<file path="config.mk">
export PLATFORM = sky130hd
export DESIGN_NAME = prio_regen_learn_regs
export DESIGN_NICKNAME = d
export VERILOG_FILES = /design/src/hw/prio_remap.v /design/src/hw/sat_rc_counter.v /design/src/hw/prio_regen_learn_regs.v
export VERILOG_INCLUDE_DIRS = /design/src /design/src/inc
export SDC_FILE = /design/constraint.sdc
export NUM_CORES = 1
export LEC_CHECK = 0
export ABC_CLOCK_PERIOD_IN_PS = 12300
export BUFFER_PORTS_ARGS = -buffer_cell sky130_fd_sc_hd__buf_2
export CORE_MARGIN = 2
export CORE_UTILIZATION = 60
export CTS_BUF_LIST = sky130_fd_sc_hd__clkbuf_8
export CTS_CLUSTER_SIZE = 14
export DETAILED_ROUTE_END_ITERATION = 10
export PLACE_DENSITY = 0.81
export SYNTH_ARGS = -nofsm -noshare
export SYNTH_HDL_FRONTEND = slang
export SYNTH_SLANG_ARGS = --single-unit
</file>
<file path="constraint.sdc">
create_clock -name CLK_SYS -period 12.3 [get_ports CLK_SYS]
set_input_delay 2.46 -clock CLK_SYS [delete_from_list [all_inputs] [get_ports CLK_SYS]]
set_output_delay 2.46 -clock CLK_SYS [all_outputs]
set_load 0.1 [all_outputs]
</file>
<file path="src/inc/prio_regen_regs.vh">
// Register map, field layout and reset values of the priority regen bank
// Overview of operation
// Each regeneration table holds eight 3-bit fields, field n at bits 3n+2:3n.
// The queue priority of a frame is its regenerated priority, not its raw one.
// After reset each field equals its own index, giving an identity mapping.
// Ports 1 and 2 each remap only through their own writable table.
// Each of ports 0 to 2 counts unlearned or displaced source addresses.
// Reading a learn-discard counter returns its value and clears it.
// A learn-discard counter holds at all ones instead of wrapping.
// Mask bit 0 set blocks every switch interrupt source from the output.
// Mask bit 0 cleared lets any pending event raise the interrupt again.
// The mask gates only the output; pending bits still set and read back.
// The mask bit comes out of reset set.
// A packet drop sets the pending status bit that the mask gates.
// An increment coinciding with a clearing read restarts the count at one.
`ifndef PRIO_REGEN_REGS_VH
`define PRIO_REGEN_REGS_VH

`define ADDR_W 16
`define IDX_W 14
`define IDX_P1_REGEN 14'h1856
`define IDX_P2_REGEN 14'h1857
`define IDX_P0_LRN_CNT 14'h1858
`define IDX_P1_LRN_CNT 14'h1859
`define IDX_P2_LRN_CNT 14'h185A
`define IDX_IRQ_MASK 14'h1880
`define IDX_IRQ_PEND 14'h1881

`define PRIO_W 3
`define REGEN_W 24
`define REGEN_RESET 24'hFA_C688
`define CNT_W 32
`define CNT_RESET 32'h0000_0000
`define CNT_MAX 32'hFFFF_FFFF
`define MASK_BIT 0
`define MASK_RESET 1'h1
`define PEND_BIT 0

`endif

</file>
<file path="src/hw/prio_remap.v">
// Regenerated priority lookup for one ingress port
`include "prio_regen_regs.vh"
`timescale 1ns/1ps
`default_nettype none
module prio_remap (
  input wire clk,
  input wire rst_n,
  input wire [`REGEN_W-1:0] table_in,
  input wire rx_valid,
  input wire [`PRIO_W-1:0] rx_prio,
  output reg q_valid,
  output reg [`PRIO_W-1:0] q_prio
);
  function [`PRIO_W-1:0] field_of;
    input [`REGEN_W-1:0] tbl;
    input [`PRIO_W-1:0] idx;
    begin
      field_of = tbl[idx*`PRIO_W +: `PRIO_W];
    end
  endfunction

  always @(posedge clk or negedge rst_n) begin
    if (!rst_n) begin
      q_valid <= 1'b0;
      q_prio <= 3'h0;
    end else begin
      q_valid <= rx_valid;
      if (rx_valid) begin
        q_prio <= field_of(table_in, rx_prio);
      end
    end
  end
endmodule
`default_nettype wire

</file>
<file path="src/hw/sat_rc_counter.v">
// Saturating counter cleared by a software read
`include "prio_regen_regs.vh"
`timescale 1ns/1ps
`default_nettype none
module sat_rc_counter #(
  parameter WIDTH = `CNT_W
) (
  input wire clk,
  input wire rst_n,
  input wire inc,
  input wire rd_clr,
  output reg [WIDTH-1:0] count
);
  wire at_max;

  assign at_max = &count;

  always @(posedge clk or negedge rst_n) begin
    if (!rst_n) begin
      count <= {WIDTH{1'b0}};
    end else if (rd_clr) begin
      // Reader already took the old value; keep the coinciding event
      count <= {{(WIDTH-1){1'b0}}, inc};
    end else if (inc && !at_max) begin
      count <= count + {{(WIDTH-1){1'b0}}, 1'b1};
    end
  end
endmodule
`default_nettype wire

</file>
<file path="src/hw/prio_regen_learn_regs.v">
// Priority regeneration tables, learn-discard counters and switch irq mask
//
// Strobed register access is this design's own decision.
`include "prio_regen_regs.vh"
`timescale 1ns/1ps
`default_nettype none
module prio_regen_learn_regs (
  input wire CLK_SYS,
  input wire RESETN,
  input wire [`ADDR_W-1:0] ADDR,
  input wire [31:0] WR_DATA,
  input wire WR_EN,
  input wire RD_EN,
  output reg [31:0] RD_DATA,
  input wire P1_RX_VALID,
  input wire [`PRIO_W-1:0] P1_RX_PRIO,
  output wire P1_Q_VALID,
  output wire [`PRIO_W-1:0] P1_Q_PRIO,
  input wire P2_RX_VALID,
  input wire [`PRIO_W-1:0] P2_RX_PRIO,
  output wire P2_Q_VALID,
  output wire [`PRIO_W-1:0] P2_Q_PRIO,
  input wire [2:0] LEARN_DISCARD,
  input wire PKT_DROP,
  output wire IRQ
);
  reg rst_meta_r;
  reg rst_n_r;
  reg [`REGEN_W-1:0] p1_regen_r;
  reg [`REGEN_W-1:0] p2_regen_r;
  reg mask_r;
  reg pend_r;
  reg [31:0] rd_nxt;
  wire [`CNT_W-1:0] cnt0;
  wire [`CNT_W-1:0] cnt1;
  wire [`CNT_W-1:0] cnt2;
  wire [`IDX_W-1:0] idx;
  wire on_word;
  wire rd_cnt0;
  wire rd_cnt1;
  wire rd_cnt2;
  wire rd_pend;

  // Release of the asynchronous reset is retimed to avoid recovery hazards
  always @(posedge CLK_SYS or negedge RESETN) begin
    if (!RESETN) begin
      rst_meta_r <= 1'b0;
      rst_n_r <= 1'b0;
    end else begin
      rst_meta_r <= 1'b1;
      rst_n_r <= rst_meta_r;
    end
  end

  // Registers sit on aligned words; byte offsets inside a word miss
  assign idx = ADDR[`ADDR_W-1:2];
  assign on_word = (ADDR[1:0] == 2'h0);

  function hit;
    input [`IDX_W-1:0] a;
    input [`IDX_W-1:0] b;
    input aligned;
    begin
      hit = aligned && (a == b);
    end
  endfunction

  assign rd_cnt0 = RD_EN && hit(idx, `IDX_P0_LRN_CNT, on_word);
  assign rd_cnt1 = RD_EN && hit(idx, `IDX_P1_LRN_CNT, on_word);
  assign rd_cnt2 = RD_EN && hit(idx, `IDX_P2_LRN_CNT, on_word);
  assign rd_pend = RD_EN && hit(idx, `IDX_IRQ_PEND, on_word);

  always @(posedge CLK_SYS or negedge rst_n_r) begin
    if (!rst_n_r) begin
      p1_regen_r <= `REGEN_RESET;
      p2_regen_r <= `REGEN_RESET;
      mask_r <= `MASK_RESET;
    end else if (WR_EN) begin
      if (hit(idx, `IDX_P1_REGEN, on_word)) begin
        p1_regen_r <= WR_DATA[`REGEN_W-1:0];
      end
      if (hit(idx, `IDX_P2_REGEN, on_word)) begin
        p2_regen_r <= WR_DATA[`REGEN_W-1:0];
      end
      if (hit(idx, `IDX_IRQ_MASK, on_word)) begin
        mask_r <= WR_DATA[`MASK_BIT];
      end
    end
  end

  // Drop event wins over a coinciding clearing read
  always @(posedge CLK_SYS or negedge rst_n_r) begin
    if (!rst_n_r) begin
      pend_r <= 1'b0;
    end else if (PKT_DROP) begin
      pend_r <= 1'b1;
    end else if (rd_pend) begin
      pend_r <= 1'b0;
    end
  end

  assign IRQ = pend_r && !mask_r;

  always @* begin
    rd_nxt = 32'h0000_0000;
    if (on_word) begin
      case (idx)
        `IDX_P1_REGEN: rd_nxt = {8'h00, p1_regen_r};
        `IDX_P2_REGEN: rd_nxt = {8'h00, p2_regen_r};
        `IDX_P0_LRN_CNT: rd_nxt = cnt0;
        `IDX_P1_LRN_CNT: rd_nxt = cnt1;
        `IDX_P2_LRN_CNT: rd_nxt = cnt2;
        `IDX_IRQ_MASK: rd_nxt = {31'h0000_0000, mask_r};
        `IDX_IRQ_PEND: rd_nxt = {31'h0000_0000, pend_r};
        default: rd_nxt = 32'h0000_0000;
      endcase
    end
  end

  // Read data stands for one cycle only, zero otherwise
  always @(posedge CLK_SYS or negedge rst_n_r) begin
    if (!rst_n_r) begin
      RD_DATA <= 32'h0000_0000;
    end else if (RD_EN) begin
      RD_DATA <= rd_nxt;
    end else begin
      RD_DATA <= 32'h0000_0000;
    end
  end

  sat_rc_counter #(.WIDTH(`CNT_W)) u_cnt0 (
    .clk(CLK_SYS),
    .rst_n(rst_n_r),
    .inc(LEARN_DISCARD[0]),
    .rd_clr(rd_cnt0),
    .count(cnt0)
  );

  sat_rc_counter #(.WIDTH(`CNT_W)) u_cnt1 (
    .clk(CLK_SYS),
    .rst_n(rst_n_r),
    .inc(LEARN_DISCARD[1]),
    .rd_clr(rd_cnt1),
    .count(cnt1)
  );

  sat_rc_counter #(.WIDTH(`CNT_W)) u_cnt2 (
    .clk(CLK_SYS),
    .rst_n(rst_n_r),
    .inc(LEARN_DISCARD[2]),
    .rd_clr(rd_cnt2),
    .count(cnt2)
  );

  // Each port looks up only its own table
  prio_remap u_p1 (
    .clk(CLK_SYS),
    .rst_n(rst_n_r),
    .table_in(p1_regen_r),
    .rx_valid(P1_RX_VALID),
    .rx_prio(P1_RX_PRIO),
    .q_valid(P1_Q_VALID),
    .q_prio(P1_Q_PRIO)
  );

  prio_remap u_p2 (
    .clk(CLK_SYS),
    .rst_n(rst_n_r),
    .table_in(p2_regen_r),
    .rx_valid(P2_RX_VALID),
    .rx_prio(P2_RX_PRIO),
    .q_valid(P2_Q_VALID),
    .q_prio(P2_Q_PRIO)
  );
endmodule
`default_nettype wire

</file>
==> impl_metrics.toml <==
[synthesis]
yosysWarnings = 0
synth_mux_area_share_pct = 9.864
synth_fp_nets = 997
synth_top_area_share_pct = 42.20
synth-edff-count = 0
synth_seq_cells = 188
yosys.area.top_type = "dfrtp_1"
ys_types = 62
synth_flop_cell = "dfrtp_1"
yosys-top-cells-count = "dfrtp_1, a21oi_1, nand2_1, nor2_1, mux2_2"
async_flop_share_pct = 100.0
synth_xor_area_share_pct = 2.356
synth_area_leaders = "dfrtp_1, dfstp_2, mux2_2"
syn_area_um2 = 9666
synth-simple-area-share_pct = 19.51
ys_seq_area_share_pct = 49.00
synth_top_family_by_area = "simple AND/OR/NAND/NOR gates"
synth.avg_cell_area_um2 = 10.39
synth_compound_area_share_pct = 15.79
synth_adder_area_share_pct = 0.3883
yosysMostFrequentCell = "dfrtp_1"
netlist_instances = 930

[min_path]
min_path_type = "flip-flop to flip-flop"
hp-start = "rst_meta_r"

[power]
power.share.clock_pct = 34.1
power_mw = 1.201
peakVddDrop_mv = 0.08513
p_comb_share_pct = 8.2
power.density_nw_per_um2 = 113.2
pwr-share-seq_pct = 57.7
p_leak_nw = 4.434
p_sw_mw = 0.3524
p_int_mw = 0.8489
switching_share_pct = 29.33

[detailed_routing]
vias = 8193
drc = 0
drt_iter0_drc = 1200
vias_per_cell = 6.694
wl_per_cell_um = 20.40
postRouteWirelength_mm = 24.97
firstDrtPassIters = 8
detail-route-antenna-nets = 0

[cts]
cts_buffers = 17
hold_buffers = 0
tritoncts = "done"
ctsHtreeMaxLevel = 4
clkLatencyLatePin_ns = 0.48
root_buffer = "clkbuf_8"
cts_setup_buffers = 0
clock_sinks = 188
cts_resized = 0
clkTransAtPathRegs_ns = 0.11
clockBufferDepth = 2

[floorplan]
core-area_um2 = 15830
die_h_um = 130.9
start_util_pct = 61.07
fp.dieW_um = 130.9
num_rows = 46
dieArea_um2 = 17140
num_io_pins = 105

[worst_setup_path]
crit_required_ns = 12.66
cp_top_family = "simple AND/OR/NAND/NOR gates"
cp_max_fo = 24
r2r-start = "u_cnt2.count[13]"
r2r_setup_slack_ns = 9.54
start_kind = "input port"
crit_top_cell = "and3_1"
max_stage_delay_ns = 1.13
arrival_ns = 5.57
critical_path.cell_chain = "buf_2, nor4bb_1, and3_1, and2_1, and3_1, mux2_2"
critPathBufInv = 1
r2r_cells = 6
path_class = "input port to flip-flop"
slowest_stage = "and3_1"
startpoint = "ADDR[12]"
r2r-end = "u_cnt2.count[0]"
critical_path_depth = 6
endpoint = "p2_regen_r[13]"
crit_path_end_kind = "flip-flop"

[grt]
grtUsageMet2_pct = 46.94
overflow = 0
use_met1_pct = 45.47
grt_max_degree = 69
grt_pass1_vias = 7508
use_met3_pct = 5.049
grt.total_usage_pct = 30.83
antenna_found_initial = 0
grt-busiest-layer = "met2"
grt_pass1_wl_mm = 40.39

[layout]
drive_above_1_share_pct = 23.51
area_growth_pct = 9.786
layout.nets = 1062
n_antenna_cell = 0
n_fill_cell = 1248

[timing]
hold_viol = 0
final_max_slew_viol_count = 0
rsz0062_at_grt = "no"
setup_viol = 0
finClkSkew_ns = 0.01990
finalCritPeriodShare_pct = 42.33
finalCriticalPeriod_ns = 5.207
relSlewSlack_pct = 15.39
fmax_ghz = 0.1920
fin_setup_tns_ns = 0
tightestPinTransition_ns = 1.269

[place]
portBuffers = 96
routabilityCongestion = 0.9022
place_hpwl_mm = 17.82

[run]
drv_cap = 0

[outcome]
outcome = "finished clean"
## metrics by stage
| stage | setup slack (ns) | instances | hold slack (ns) | utilization (%) | cell area, um2 |
|---|---|---|---|---|---|
| global placement | 6.747 | 1192 | 0.3363 | 64.57 | 10220 |
| detailed placement | 6.688 | 1192 | 0.3472 | 64.57 | 10220 |
| floorplan | 6.717 | 930 | 0.3312 | - | 9666 |
| CTS | 7.168 | 1224 | 0.3730 | 67.04 | 10610 |
| finish | 7.093 | 1224 | 0.3707 | 67.04 | 10610 |
| global route | 6.979 | 1224 | 0.3794 | 67.04 | 10610 |
## cells in the final DEF, fill, tap and decap left out, drive strengths merged, types with 10 or more instances in the layout
| cell | count |
|---|---|
| clkbuf | 17 |
| mux2i | 12 |
| or4 | 14 |
| a22oi | 24 |
| and3 | 22 |
| dfrtp | 163 |
| nor4 | 10 |
| buf | 105 |
| nand4 | 30 |
| o31ai | 13 |
| mux4 | 12 |
| dfstp | 25 |
| nor3 | 14 |
| nand3 | 35 |
| and2 | 14 |
| o21ai | 48 |
| inv | 12 |
| mux2 | 50 |
| nand2 | 61 |
| or3 | 43 |
| a21oi | 84 |
| xnor2 | 10 |
| xor2 | 16 |
| nor2 | 53 |
| and4 | 22 |
| a222oi | 30 |
## per-layer routing
layer / routed length [um] / up-vias
met5: 0 / -
met4: 606 / 0
met3: 1942 / 42
met2: 11540 / 425
met1: 10880 / 4014
li1: - / 3712
## worst min path at each step
stage	end	cells after the start
global placement	rst_n_r	0
CTS	rst_n_r	0
detailed placement	rst_n_r	0
finish	rst_n_r	0
floorplan	rst_n_r	0
global route	rst_n_r	0
## registers in the layout (all words and copies together), names as in the netlist, 3 cells and up
signal and cells:
p1_regen_r 24, RD_DATA 32, u_p2.q_prio 3, u_cnt1.count 32
u_cnt0.count 32, u_cnt2.count 32, u_p1.q_prio 3, p2_regen_r 24
## logic make-up (layout without fill, tap and decap cells)
group	Yosys count	after routing
fa+ha+maj	3	3
compound gates	235	235
mux	74	74
buf+inv	65	143
simple gates	338	338
xor+xnor	26	26
flops	188	188
other cells	1	1
## worst register-to-register path: stages (launching register included)
cell and delay [ns]:
dfrtp_1 0.47, nand4_1 0.21, or4_1 0.61, o31ai_2 0.70
buf_4 0.34, o22ai_1 0.11, a31o_2 0.21
## power by group through the flow
stage          logic (mW)  registers, mW  clock network [mW]
2_1_floorplan      0.0591          0.702                   0
3_3_place_gp       0.0947          0.701                   0
3_5_place_dp       0.0980          0.703                   0
4_1_cts            0.0984          0.692               0.413
5_1_grt             0.112          0.700               0.445
6_report           0.0984          0.693               0.410
## cell type report
cell class              instances  area (um2)  share of cell area [%]
clock buffers                  17       234.0                   2.205
well taps                     216       270.3                   2.547
repair buffers                105       548.0                   5.165
multi-input cells             677        4639                   43.72
inverters                       6       22.52                  0.2122
flip-flops and latches        188        4740                   44.66
clock inverters                15       157.7                   1.486
No activity file was read; power rests on OpenSTA's default activity.
